===== config.mk =====
export PLATFORM = sky130hd
export DESIGN_NAME = timer_one
export DESIGN_NICKNAME = d
export VERILOG_FILES = /design/src/timer_one_pkg.sv /design/src/timer_one.sv
export SDC_FILE = /design/constraint.sdc
export NUM_CORES = 1
export LEC_CHECK = 0
export BUFFER_PORTS_ARGS = -buffer_cell sky130_fd_sc_hd__buf_4
export CAP_MARGIN = 20
export CORE_ASPECT_RATIO = 1.75
export CORE_MARGIN = 5
export CORE_UTILIZATION = 45
export DETAILED_ROUTE_END_ITERATION = 10
export PLACE_DENSITY = 0.75
export SYNTH_ARGS = -nofsm -noshare
export SYNTH_HDL_FRONTEND = slang
export SYNTH_SLANG_ARGS = --single-unit

===== constraint.sdc =====
create_clock -name clk_i -period 4.3 [get_ports clk_i]
set_input_delay 0.215 -clock clk_i [delete_from_list [all_inputs] [get_ports clk_i]]
set_output_delay 0.215 -clock clk_i [all_outputs]
set_load 0.05 [all_outputs]

===== src/timer_one_pkg.sv =====
/*
 Constants and types for the sixteen-bit timer/counter: register offsets, field
 positions, reset values, mode codes and the instruction clock divide.
 Assumes a byte-addressed APB with one aligned 32-bit word per register.
*/
package timer_one_pkg;

	// ----------------------------------------------------------------
	// Register offsets (byte addresses)
	// ----------------------------------------------------------------
	localparam logic [7:0] CTRL_OFFSET = 8'h00;
	localparam logic [7:0] LOW_OFFSET = 8'h04;
	localparam logic [7:0] HIGH_OFFSET = 8'h08;
	localparam logic [7:0] IRQ_OFFSET = 8'h0C;
	localparam logic [7:0] SYSCLK_OFFSET = 8'h10;
	localparam logic [7:0] CMP_OFFSET = 8'h14;

	// ----------------------------------------------------------------
	// Field positions
	// ----------------------------------------------------------------
	localparam int OVF_FLAG_BIT = 0;
	localparam int OVF_IE_BIT = 1;
	localparam int SCS_LSB = 0;
	localparam int LOW_POWER_BIT = 2;
	localparam int MODE_LSB = 4;
	localparam int IDLE_BIT = 7;

	// ----------------------------------------------------------------
	// Reset values and codes
	// ----------------------------------------------------------------
	localparam logic [7:0] CTRL_RESET = 8'h00;
	localparam logic [15:0] COUNT_RESET = 16'h0000;
	localparam logic [15:0] COUNT_MAX = 16'hFFFF;
	localparam logic [7:0] BYTE_RESET = 8'h00;
	localparam logic [1:0] SCS_RESET = 2'h0;
	localparam logic [1:0] SCS_SEC_OSC = 2'h1;
	localparam logic [3:0] CMP_RESET = 4'h0;
	localparam logic [3:0] CMP_SPECIAL_EVENT = 4'hB;
	localparam logic [2:0] PRESC_RESET = 3'h0;

	// Instruction cycle is four oscillator clocks
	localparam int INSTR_DIV = 4;
	localparam logic [1:0] INSTR_LAST = 2'(INSTR_DIV - 1);

	typedef struct packed {
		logic wide_access_mode;
		logic sysclk_from_sec_osc;
		logic [1:0] input_prescale_sel;
		logic sec_osc_enable;
		logic ext_sync_bypass;
		logic count_source_sel;
		logic count_enable;
	} ctrl_type;

	typedef enum logic [1:0] {
		primary_run,
		secondary_run,
		secondary_idle,
		sleep_state
	} power_mode_type;

endpackage


===== src/timer_one.sv =====
/*
 Sixteen-bit timer/counter with prescaler, buffered 16-bit access, overflow
 flag, special event reset and secondary oscillator clock switching.
 Assumes an APB master on clk_i; all pin inputs are synchronous to clk_i,
 and clk_i is the oscillator clock (instruction cycle = four clocks).
*/
`timescale 1ns/1ps

// What this block does
// - Counter advances only while count_enable is set; clearing it stops counting.
// - wide_access_mode selects buffered 16-bit access, else two independent byte accesses.
// - Status bit reads 1 only while system clock comes from secondary oscillator.
// - Prescale field divides input by 1, 2, 4 or 8.
// - sec_osc_enable turns oscillator on; when clear its drive is switched off.
// - External source: bypass bit picks unsynchronised or synchronised counting.
// - Internal source counts once per instruction cycle, four clocks.
// - External source counts rising edges of pin or secondary oscillator.
// - While count_enable is set, both oscillator pins are inputs and read as zero.
// - Wide mode: low byte read copies live high byte into buffer.
// - Wide mode: high write loads buffer; low write moves buffer into counter.
// - Wide mode: live high byte is reached only through the buffer.
// - Low byte write clears prescaler; high byte write does not.
// - Enabled oscillator keeps running in every power-managed mode.
// - sys_clock_select of 01 enters secondary run mode once sec_osc_enable is set.
// - Sleep in secondary run with idle_on_sleep clear enters secondary idle.
// - Configuration bit selects low-power oscillator when set, higher power by default.
// - Counter wraps FFFF to 0000 and each wrap sets overflow_flag.
// - Interrupt request only while enabled; flag latches regardless.
// - Special event trigger resets counter in timer or synchronous modes, no flag.
// - A software counter write beats a coinciding special event reset.
module timer_one
	import timer_one_pkg::*;
(
	input wire logic clk_i,
	input wire logic rst_n_i,
	input wire logic psel_i,
	input wire logic penable_i,
	input wire logic pwrite_i,
	input wire logic [7:0] paddr_i,
	input wire logic [31:0] pwdata_i,
	input wire logic [3:0] pstrb_i,
	output logic [31:0] prdata_o,
	output logic pready_o,
	output logic pslverr_o,
	input wire logic ext_count_pin_i,
	input wire logic sec_osc_in_pin_i,
	input wire logic [1:0] port_c_direction_i,
	input wire logic [1:0] port_c_pad_i,
	input wire logic special_event_i,
	input wire logic sleep_cmd_i,
	input wire logic wake_i,
	input wire logic sec_osc_fail_i,
	output logic [1:0] port_c_read_o,
	output logic [1:0] port_c_output_en_o,
	output logic sec_osc_drive_o,
	output logic sec_osc_low_power_o,
	output logic sysclk_sec_osc_o,
	output logic cpu_halt_o,
	output logic periph_halt_o,
	output logic overflow_irq_o
);

	// ----------------------------------------------------------------
	// State
	// ----------------------------------------------------------------
	ctrl_type ctrl;
	logic [15:0] counter;
	logic [7:0] high_buf;
	logic [7:0] snap_high;
	logic [2:0] presc;
	logic [1:0] instr_cnt;
	logic overflow_flag;
	logic overflow_irq_enable;
	logic [1:0] sys_clock_select;
	logic idle_on_sleep;
	logic sec_osc_low_power_cfg;
	logic [3:0] compare_mode_code;
	power_mode_type mode;
	power_mode_type next_mode;
	logic src_q;
	logic sync1;
	logic sync2;
	logic sync3;
	logic sync_pend;

	// ----------------------------------------------------------------
	// Bus decode
	// ----------------------------------------------------------------
	logic setup;
	logic xfer;
	logic wr;
	logic rd;
	logic hit;
	logic wr_ctrl;
	logic wr_low;
	logic wr_high;
	logic wr_irq;
	logic wr_sysclk;
	logic wr_cmp;
	logic rd_low;
	logic [7:0] wbyte;

	assign setup = psel_i & ~penable_i;
	assign xfer = psel_i & penable_i & pready_o;
	// Bytes above lane 0 hold nothing, so lane 0 alone gates a write
	assign wr = xfer & pwrite_i & pstrb_i[0];
	assign rd = xfer & ~pwrite_i;
	assign wbyte = pwdata_i[7:0];
	assign hit = (paddr_i == CTRL_OFFSET) | (paddr_i == LOW_OFFSET) |
		(paddr_i == HIGH_OFFSET) | (paddr_i == IRQ_OFFSET) |
		(paddr_i == SYSCLK_OFFSET) | (paddr_i == CMP_OFFSET);
	assign wr_ctrl = wr & (paddr_i == CTRL_OFFSET);
	assign wr_low = wr & (paddr_i == LOW_OFFSET);
	assign wr_high = wr & (paddr_i == HIGH_OFFSET);
	assign wr_irq = wr & (paddr_i == IRQ_OFFSET);
	assign wr_sysclk = wr & (paddr_i == SYSCLK_OFFSET);
	assign wr_cmp = wr & (paddr_i == CMP_OFFSET);
	assign rd_low = rd & (paddr_i == LOW_OFFSET);

	// No wait state: read data is captured in setup so it leaves a flop
	always_ff @(posedge clk_i) begin
		if (!rst_n_i) begin
			pready_o <= 1'b0;
			pslverr_o <= 1'b0;
		end else begin
			pready_o <= setup;
			pslverr_o <= setup & ~hit;
		end
	end

	always_ff @(posedge clk_i) begin
		if (!rst_n_i) begin
			prdata_o <= 32'h0000_0000;
			snap_high <= BYTE_RESET;
		end else if (setup) begin
			snap_high <= counter[15:8];
			unique case (paddr_i)
				CTRL_OFFSET: prdata_o <= {24'h00_0000, ctrl};
				LOW_OFFSET: prdata_o <= {24'h00_0000, counter[7:0]};
				HIGH_OFFSET: prdata_o <= {24'h00_0000,
					ctrl.wide_access_mode ? high_buf : counter[15:8]};
				IRQ_OFFSET: prdata_o <= {30'h0000_0000, overflow_irq_enable, overflow_flag};
				SYSCLK_OFFSET: prdata_o <= {24'h00_0000, idle_on_sleep, 1'b0, mode,
					1'b0, sec_osc_low_power_cfg, sys_clock_select};
				CMP_OFFSET: prdata_o <= {28'h000_0000, compare_mode_code};
				default: prdata_o <= 32'h0000_0000;
			endcase
		end
	end

	// ----------------------------------------------------------------
	// Control registers
	// ----------------------------------------------------------------
	always_ff @(posedge clk_i) begin
		if (!rst_n_i) begin
			ctrl <= CTRL_RESET;
		end else begin
			if (wr_ctrl) begin
				ctrl.wide_access_mode <= wbyte[7];
				ctrl.input_prescale_sel <= wbyte[5:4];
				ctrl.sec_osc_enable <= wbyte[3];
				ctrl.ext_sync_bypass <= wbyte[2];
				ctrl.count_source_sel <= wbyte[1];
				ctrl.count_enable <= wbyte[0];
			end
			// Read-only status follows the clock switch, never software
			ctrl.sysclk_from_sec_osc <= (next_mode == secondary_run) |
				(next_mode == secondary_idle);
		end
	end

	always_ff @(posedge clk_i) begin
		if (!rst_n_i) begin
			sys_clock_select <= SCS_RESET;
			idle_on_sleep <= 1'b0;
			sec_osc_low_power_cfg <= 1'b0;
			compare_mode_code <= CMP_RESET;
		end else begin
			if (wr_sysclk) begin
				sys_clock_select <= wbyte[SCS_LSB +: 2];
				idle_on_sleep <= wbyte[IDLE_BIT];
				sec_osc_low_power_cfg <= wbyte[LOW_POWER_BIT];
			end
			if (wr_cmp) begin
				compare_mode_code <= wbyte[3:0];
			end
		end
	end

	// ----------------------------------------------------------------
	// Count source and prescaler
	// ----------------------------------------------------------------
	logic tick;
	logic src_raw;
	logic async_edge;
	logic sync_edge;
	logic sync_event;
	logic src_event;
	logic [2:0] presc_mask;
	logic inc;

	assign tick = (instr_cnt == INSTR_LAST);
	assign src_raw = ctrl.sec_osc_enable ? sec_osc_in_pin_i : ext_count_pin_i;
	assign async_edge = src_raw & ~src_q;
	assign sync_edge = sync2 & ~sync3;
	// Synchronised edges wait for the next instruction cycle boundary
	assign sync_event = tick & (sync_pend | sync_edge);

	always_comb begin
		src_event = 1'b0;
		if (ctrl.count_enable) begin
			if (!ctrl.count_source_sel) begin
				src_event = tick;
			end else begin
				src_event = ctrl.ext_sync_bypass ? async_edge : sync_event;
			end
		end
	end

	always_comb begin
		unique case (ctrl.input_prescale_sel)
			2'b00: presc_mask = 3'h0;
			2'b01: presc_mask = 3'h1;
			2'b10: presc_mask = 3'h3;
			2'b11: presc_mask = 3'h7;
		endcase
	end

	assign inc = src_event & ((presc & presc_mask) == presc_mask);

	always_ff @(posedge clk_i) begin
		if (!rst_n_i) begin
			instr_cnt <= 2'h0;
		end else begin
			instr_cnt <= instr_cnt + 2'h1;
		end
	end

	always_ff @(posedge clk_i) begin
		if (!rst_n_i) begin
			src_q <= 1'b0;
			sync1 <= 1'b0;
			sync2 <= 1'b0;
			sync3 <= 1'b0;
			sync_pend <= 1'b0;
		end else begin
			src_q <= src_raw;
			sync1 <= src_raw;
			sync2 <= sync1;
			sync3 <= sync2;
			sync_pend <= (sync_pend | sync_edge) & ~tick;
		end
	end

	always_ff @(posedge clk_i) begin
		if (!rst_n_i) begin
			presc <= PRESC_RESET;
		end else if (wr_low) begin
			presc <= PRESC_RESET;
		end else if (src_event) begin
			presc <= presc + 3'h1;
		end
	end

	// ----------------------------------------------------------------
	// Counter, buffer and overflow
	// ----------------------------------------------------------------
	logic special_rst;
	logic cnt_write;
	logic ovf_set;

	// Unreliable in asynchronous counting, so it is refused there
	assign special_rst = special_event_i & (compare_mode_code == CMP_SPECIAL_EVENT) &
		~(ctrl.count_source_sel & ctrl.ext_sync_bypass);
	assign cnt_write = wr_low | (wr_high & ~ctrl.wide_access_mode);
	assign ovf_set = inc & (counter == COUNT_MAX) & ~cnt_write & ~special_rst;

	always_ff @(posedge clk_i) begin
		if (!rst_n_i) begin
			counter <= COUNT_RESET;
		end else if (cnt_write) begin
			if (wr_low) begin
				counter[7:0] <= wbyte;
				if (ctrl.wide_access_mode) begin
					counter[15:8] <= high_buf;
				end
			end else begin
				counter[15:8] <= wbyte;
			end
		end else if (special_rst) begin
			counter <= COUNT_RESET;
		end else if (inc) begin
			counter <= counter + 16'h0001;
		end
	end

	always_ff @(posedge clk_i) begin
		if (!rst_n_i) begin
			high_buf <= BYTE_RESET;
		end else if (ctrl.wide_access_mode) begin
			if (wr_high) begin
				high_buf <= wbyte;
			end else if (rd_low) begin
				high_buf <= snap_high;
			end
		end
	end

	// Set wins over a software clear in the same cycle
	always_ff @(posedge clk_i) begin
		if (!rst_n_i) begin
			overflow_flag <= 1'b0;
			overflow_irq_enable <= 1'b0;
		end else begin
			if (wr_irq) begin
				overflow_flag <= ovf_set | wbyte[OVF_FLAG_BIT];
				overflow_irq_enable <= wbyte[OVF_IE_BIT];
			end else begin
				overflow_flag <= overflow_flag | ovf_set;
			end
		end
	end

	always_ff @(posedge clk_i) begin
		if (!rst_n_i) begin
			overflow_irq_o <= 1'b0;
		end else begin
			overflow_irq_o <= overflow_flag & overflow_irq_enable;
		end
	end

	// ----------------------------------------------------------------
	// Power modes and oscillator
	// ----------------------------------------------------------------
	always_comb begin
		next_mode = mode;
		unique case (mode)
			primary_run: begin
				if (sleep_cmd_i) begin
					next_mode = sleep_state;
				end else if (sys_clock_select == SCS_SEC_OSC && ctrl.sec_osc_enable) begin
					next_mode = secondary_run;
				end
			end
			secondary_run: begin
				if (sleep_cmd_i) begin
					next_mode = idle_on_sleep ? sleep_state : secondary_idle;
				end else if (sys_clock_select != SCS_SEC_OSC) begin
					next_mode = primary_run;
				end
			end
			secondary_idle: begin
				if (wake_i) begin
					next_mode = secondary_run;
				end
			end
			sleep_state: begin
				if (wake_i) begin
					next_mode = primary_run;
				end
			end
		endcase
		// A failed oscillator hands the clock back to the primary source
		if (sec_osc_fail_i && (next_mode == secondary_run || next_mode == secondary_idle)) begin
			next_mode = primary_run;
		end
	end

	always_ff @(posedge clk_i) begin
		if (!rst_n_i) begin
			mode <= primary_run;
			sysclk_sec_osc_o <= 1'b0;
			cpu_halt_o <= 1'b0;
			periph_halt_o <= 1'b0;
		end else begin
			mode <= next_mode;
			sysclk_sec_osc_o <= (next_mode == secondary_run) | (next_mode == secondary_idle);
			cpu_halt_o <= next_mode != primary_run && next_mode != secondary_run;
			periph_halt_o <= next_mode == sleep_state;
		end
	end

	// Oscillator drive ignores power mode so timekeeping survives sleep
	always_ff @(posedge clk_i) begin
		if (!rst_n_i) begin
			sec_osc_drive_o <= 1'b0;
			sec_osc_low_power_o <= 1'b0;
		end else begin
			sec_osc_drive_o <= ctrl.sec_osc_enable;
			sec_osc_low_power_o <= sec_osc_low_power_cfg;
		end
	end

	// ----------------------------------------------------------------
	// Pin override
	// ----------------------------------------------------------------
	always_ff @(posedge clk_i) begin
		if (!rst_n_i) begin
			port_c_read_o <= 2'h0;
			port_c_output_en_o <= 2'h0;
		end else if (ctrl.count_enable) begin
			port_c_read_o <= 2'h0;
			port_c_output_en_o <= 2'h0;
		end else begin
			port_c_read_o <= port_c_pad_i;
			port_c_output_en_o <= ~port_c_direction_i;
		end
	end
endmodule // timer_one


-- Yosys cells after proc, flatten, opt, wreduce, memory -nomap -nowiden
Index checks and enable logic that the tools add are counted.
W data, S select, Z words.
- add/sub/neg operators: 3
- equality and inequality tests: 24
- multiplexer cells: 24
- bitwise logic cells: 50
- reduce and logical (&&, ||, !) cells: 14
- operators with widths (cell ; count):
    $mux W16 ; 3
    $pmux W8 S6 ; 1
    $mux W8 ; 5
    $and A1 B1 Y1 ; 27
    $add A16 B1 Y16 const B ; 1
    $eq A16 B16 Y1 const B ; 1
    $eq A2 B2 Y1 const B ; 8
    $eq A8 B4 Y1 const B ; 2
    $eq A8 B5 Y1 const B ; 2
    $mux W2 ; 7
    $pmux W3 S4 ; 1
    $not A1 Y1 ; 11
    $eq A2 B1 Y1 const B ; 5
    $or A1 B1 Y1 ; 10
    $eq A8 B3 Y1 const B ; 1
    $logic_not A8 Y1 ; 1
    $pmux W2 S4 ; 1
    $mux W1 ; 6
    $eq A4 B4 Y1 const B ; 1
    $logic_not A2 Y1 ; 2
    $ne A2 B1 Y1 const B ; 2
    $reduce_and A2 Y1 ; 2
    $reduce_bool A2 Y1 ; 2
    $reduce_or A2 Y1 ; 2
    9 further kinds ; 11
- register bits: 104
- input port bits: 59
- output and inout port bits: 44
- logic and storage cells: 149

-- Logic depth before layout (Yosys ltp)
- depth in word-level cells: 13
- mapped depth: 9
- gate-level depth less buffers: 7

-- Least setup slack after synthesis
No wires, ideal clock.
- path type: flip-flop to flip-flop
- start point: register pready_o
- end point: register high_buf[0]
- library setup time: 0.088 ns
- arrival time: 2.100 ns
- required time: 4.212 ns
- path slack: 2.112 ns
- stages on the path, launching flop included: 9
- path buffers: 2
- clock period less this slack: 2.188 ns
- cell sequence: dfxtp_1 > nand3_1 > nor4_4 > and2_1 > buf_4 > o21a_4 > buf_6 > nor2_1 > a311oi_2
- longest elaborated chain between the ends: 6
- elaborated cells between the ends (all ways): 9
- those cells by class: 1 x mux; 6 x bitwise; 2 x reduce/logical
- ends and longest elaborated chain (what ; RTL line ; text):
    start, declared ; timer_one.sv:43 ; output logic pready_o,
    start signal, assigned ; timer_one.sv:126 ; pready_o <= setup;
    $and A1 B1 Y1 (*) ; timer_one.sv:104 ; assign xfer = psel_i & penable_i & pready_o;
    $and A1 B1 Y1 (2 in a row) ; timer_one.sv:106 ; assign wr = xfer & pwrite_i & pstrb_i[0];
    $and A1 B1 Y1 ; timer_one.sv:114 ; assign wr_high = wr & (paddr_i == HIGH_OFFSET);
    $reduce_bool A2 Y1 (no source line) ; - ;
    $reduce_and A2 Y1 (no source line) ; - ;
    end signal, assigned ; timer_one.sv:302 ; high_buf <= wbyte;
    end signal, assigned ; timer_one.sv:304 ; high_buf <= snap_high;
    end, declared ; timer_one.sv:68 ; logic [7:0] high_buf;
Every way passes the cells marked *; elsewhere a longest branch is shown, timed or not.
A chain may end at the register's enable or synchronous reset.

-- Worst setup path after layout
- start point: register ctrl[7] (netlist bit)
- end point: register prdata_o[1]
- longest elaborated chain between the ends: 2
- ends and longest elaborated chain (what ; RTL line ; text):
    start, declared ; timer_one.sv:66 ; ctrl_type ctrl;
    $mux W8 ; - ;
    $pmux W8 S6 ; timer_one.sv:137 ; unique case (paddr_i)
    end signal, assigned ; timer_one.sv:138 ; CTRL_OFFSET: prdata_o <= {24'h00_0000, ctrl};
    end signal, assigned ; timer_one.sv:139 ; LOW_OFFSET: prdata_o <= {24'h00_0000, counter[7:0]};
    end signal, assigned ; timer_one.sv:140 ; HIGH_OFFSET: prdata_o <= {24'h00_0000,
    end, declared ; timer_one.sv:42 ; output logic [31:0] prdata_o,
No other way between the ends.

==> results.yml <==
finish:
  area_growth_pct: 15.02
  layout_commonest_cell: "dfxtp_1"
  drive_above_1_share_pct: 14.13
  insertedDiodeCount: 0
  fillerInstances: 833
  layout_common_cells: "dfxtp_1, nand2_1, nor2_1"
  finish.utilization_pct: 53.00
  fin_nets: 617
synth:
  async_flop_share_pct: 0
  synth_top_area_share_pct: 37.98
  avgSynthCellArea_um2: 8.039
  ys_types: 62
  synth_edf_count: 0
  synth_area_mm2: 0.004164
  yosysTopAreaCell: "dfxtp_1"
  synth_area_leaders: "dfxtp_1, nand2_1, mux2i_1, nor2_1, buf_4"
  syn_inst: 518
  yosys_warnings: 0
  synth-seq-cells: 79
  ys.flop_type: "dfxtp_1"
  ys_seq_area_share_pct: 37.98
clock_network:
  cts.sinks: 79
  cts_made_buffers: 9
  cts-root-buf: "clkbuf_16"
  h-tree-depth: 3
  clk_pin_slew_worst_paths_ps: 60
  ctsHoldBuffers: 0
  clockBufferDepth: 2
  postCtsResizedCells: 0
  cts_setup_buffers: 0
  cts_tree: "yes"
  clk_latency_ps: 340
detailed_routing:
  dr.pass1.iters: 5
  vias: 3898
  ant_nets: 0
  wl_per_cell_um: 17.46
  drc: 0
  vias_per_cell: 5.741
  drt_iter0_markers: 265
  drt-total-wl_um: 11860
sta:
  setup_viol: 0
  final.min_clock_period_ps: 2413
  tns_ps: 0
  final-hold-violation-count: 0
  clock_skew_ps: 8.701
  rsz0062_at_grt: "no"
  period_share_pct: 56.11
  slew_headroom_pct: 40.08
  tightestPinTransition_ps: 897.6
  slew_violations: 0
  clock.fmax_ghz: 0.4144
power:
  powerDensity_mw_per_mm2: 342.8
  power_switching_w: 0.0004479
  p_leak_nw: 1.842
  peakVddDrop_uv: 208.5
  combPwrFrac_pct: 10.7
  clkPwrFrac_pct: 43.7
  sw_frac_of_total_pct: 27.28
  p_seq_share_pct: 45.6
  intPower_w: 0.001194
global_routing:
  grt_pass1_wl_um: 18750
  grt_use_total_pct: 21.84
  antenna_found_initial: 0
  grt.overflow.total: 0
  grt_max_degree: 44
  grt_pass1_vias: 3748
floorplanning:
  core_area_mm2: 0.009036
  die_x_um: 82.72
  ioPinCount: 103
  rows: 46
  initial_core_util_pct: 46.08
  dieArea_mm2: 0.01135
  die-height_um: 137.3
worst_setup_path:
  cp.arrival_ps: 2620
  endpoint_kind: "flop"
  setup.worst_path.class: "flop to flop"
  r2r_cells: 6
  cp_max_fo: 24
  critical_path.startpoint_type: "flop"
  cp.required_ps: 4500
placement:
  portBuffers: 51
  globalplace.congestion: 0.9543
  dp_hpwl_um: 8799
run_status:
  status: "finished clean"
min_path:
  hold_class: "primary input to flop"
  holdPathStages: 2
flow_run:
  maxCapViolCount: 0
==> path summary, 6_finish.rpt <==
check / from / end / slack (ps)
min reg2reg: instr_cnt[0] / instr_cnt[0] / 430
max: ctrl[7] / prdata_o[1] / 1890
min: port_c_direction_i[1] / port_c_output_en_o[1] / 30
max reg2reg: ctrl[7] / prdata_o[1] / 1890
==> critical path, cell delays in order, from the launching register on <==
cell       delay (ps)
dfxtp_1           900
mux2i_1           310
a211oi_1          110
a31oi_1           180
nor2_1             50
a2111oi_0         600
nor2_1            110
==> stage by stage <==
stage / instances / worst slack (ps) / hold slack, ps / power, W / instance area (um^2)
CTS: 679 / 1973 / 21.93 / 0.001649 / 4790
global placement: 663 / 1649 / 373.2 / 0.0009371 / 4507
floorplan: 541 / 2112 / 287.4 / 0.0008982 / 4250
global route: 679 / 1694 / 20.50 / 0.001696 / 4790
finish: 679 / 1887 / 27.76 / 0.001642 / 4790
detailed placement: 663 / 1630 / 377.4 / 0.0009393 / 4507
==> power groups by stage <==
stage               clock (W)  sequential, W  combinational (W)
CTS                  0.000725       0.000749           0.000175
global placement            0       0.000765           0.000172
global route         0.000760       0.000749           0.000187
finish               0.000717       0.000749           0.000176
detailed placement          0       0.000765           0.000174
floorplan                   0       0.000785           0.000113
==> area by class of cell <==
class | instances | area [um^2] | share of cell area, %
multi-input combinational | 402 | 2336 | 48.77
sequential | 79 | 1582 | 33.02
timing repair buffer | 55 | 412.9 | 8.621
clock buffer | 10 | 239.0 | 4.990
tap | 120 | 150.1 | 3.135
clock inverter | 6 | 43.79 | 0.9143
inverter | 7 | 26.28 | 0.5486
==> state kept, by name, summed over array words and instances, names as in the netlist, 2 cells and up <==
name	flops
counter	16
sys_clock_select	2
snap_high	8
high_buf	8
port_c_read_o	2
ctrl	7
compare_mode_code	4
prdata_o	8
instr_cnt	2
port_c_output_en_o	2
presc	3
==> layer usage <==
metal | global-route usage [%] | vias up | share of wire (%)
met5 | 0 | - | 0
met4 | 16.00 | 0 | 6.4
met3 | 3.861 | 41 | 5.8
met2 | 36.07 | 173 | 51
met1 | 24.45 | 1807 | 37
li1 | - | 1877 | -
==> cell usage after synthesis (2+ instances only) <==
cell type and count:
nor3_1 8, nand2b_1 10, o31ai_1 5, a2bb2oi_1 2, mux2i_1 23, nor4_1 3
or4_1 2, buf_2 5, a21oi_1 36, a2111oi_0 2, or3_1 4, dfxtp_1 79
and3_1 8, and4_1 2, a211oi_1 11, buf_4 25, a32o_1 5, nand2_1 77
nand3b_1 2, xnor2_1 2, a311oi_2 2, clkbuf_1 19, ha_1 4, o21ai_0 18
nor2_1 59, nor3b_1 3, o2bb2ai_1 3, inv_1 6, a31oi_1 5, a311oi_1 11
nor2b_1 5, nand4_1 5, buf_1 3, and2_1 13, o22ai_1 3, nand3_1 16
xor2_1 5, a22oi_1 3
==> kinds of logic (layout without fill, tap and decap cells) <==
family	after synthesis	in the layout	share of synthesized area (%)
AND/OR/NAND/NOR	224	224	25.78
XOR/XNOR	7	7	1.472
adder cells (fa/ha/maj)	4	4	1.202
AO/OA/AOI/OAI	120	120	19.95
other	1	24	0.09006
buffers and inverters	60	78	7.993
multiplexers	23	23	5.529
flip-flops	79	79	37.98
Note: power is estimated with default switching activity, not from simulation.
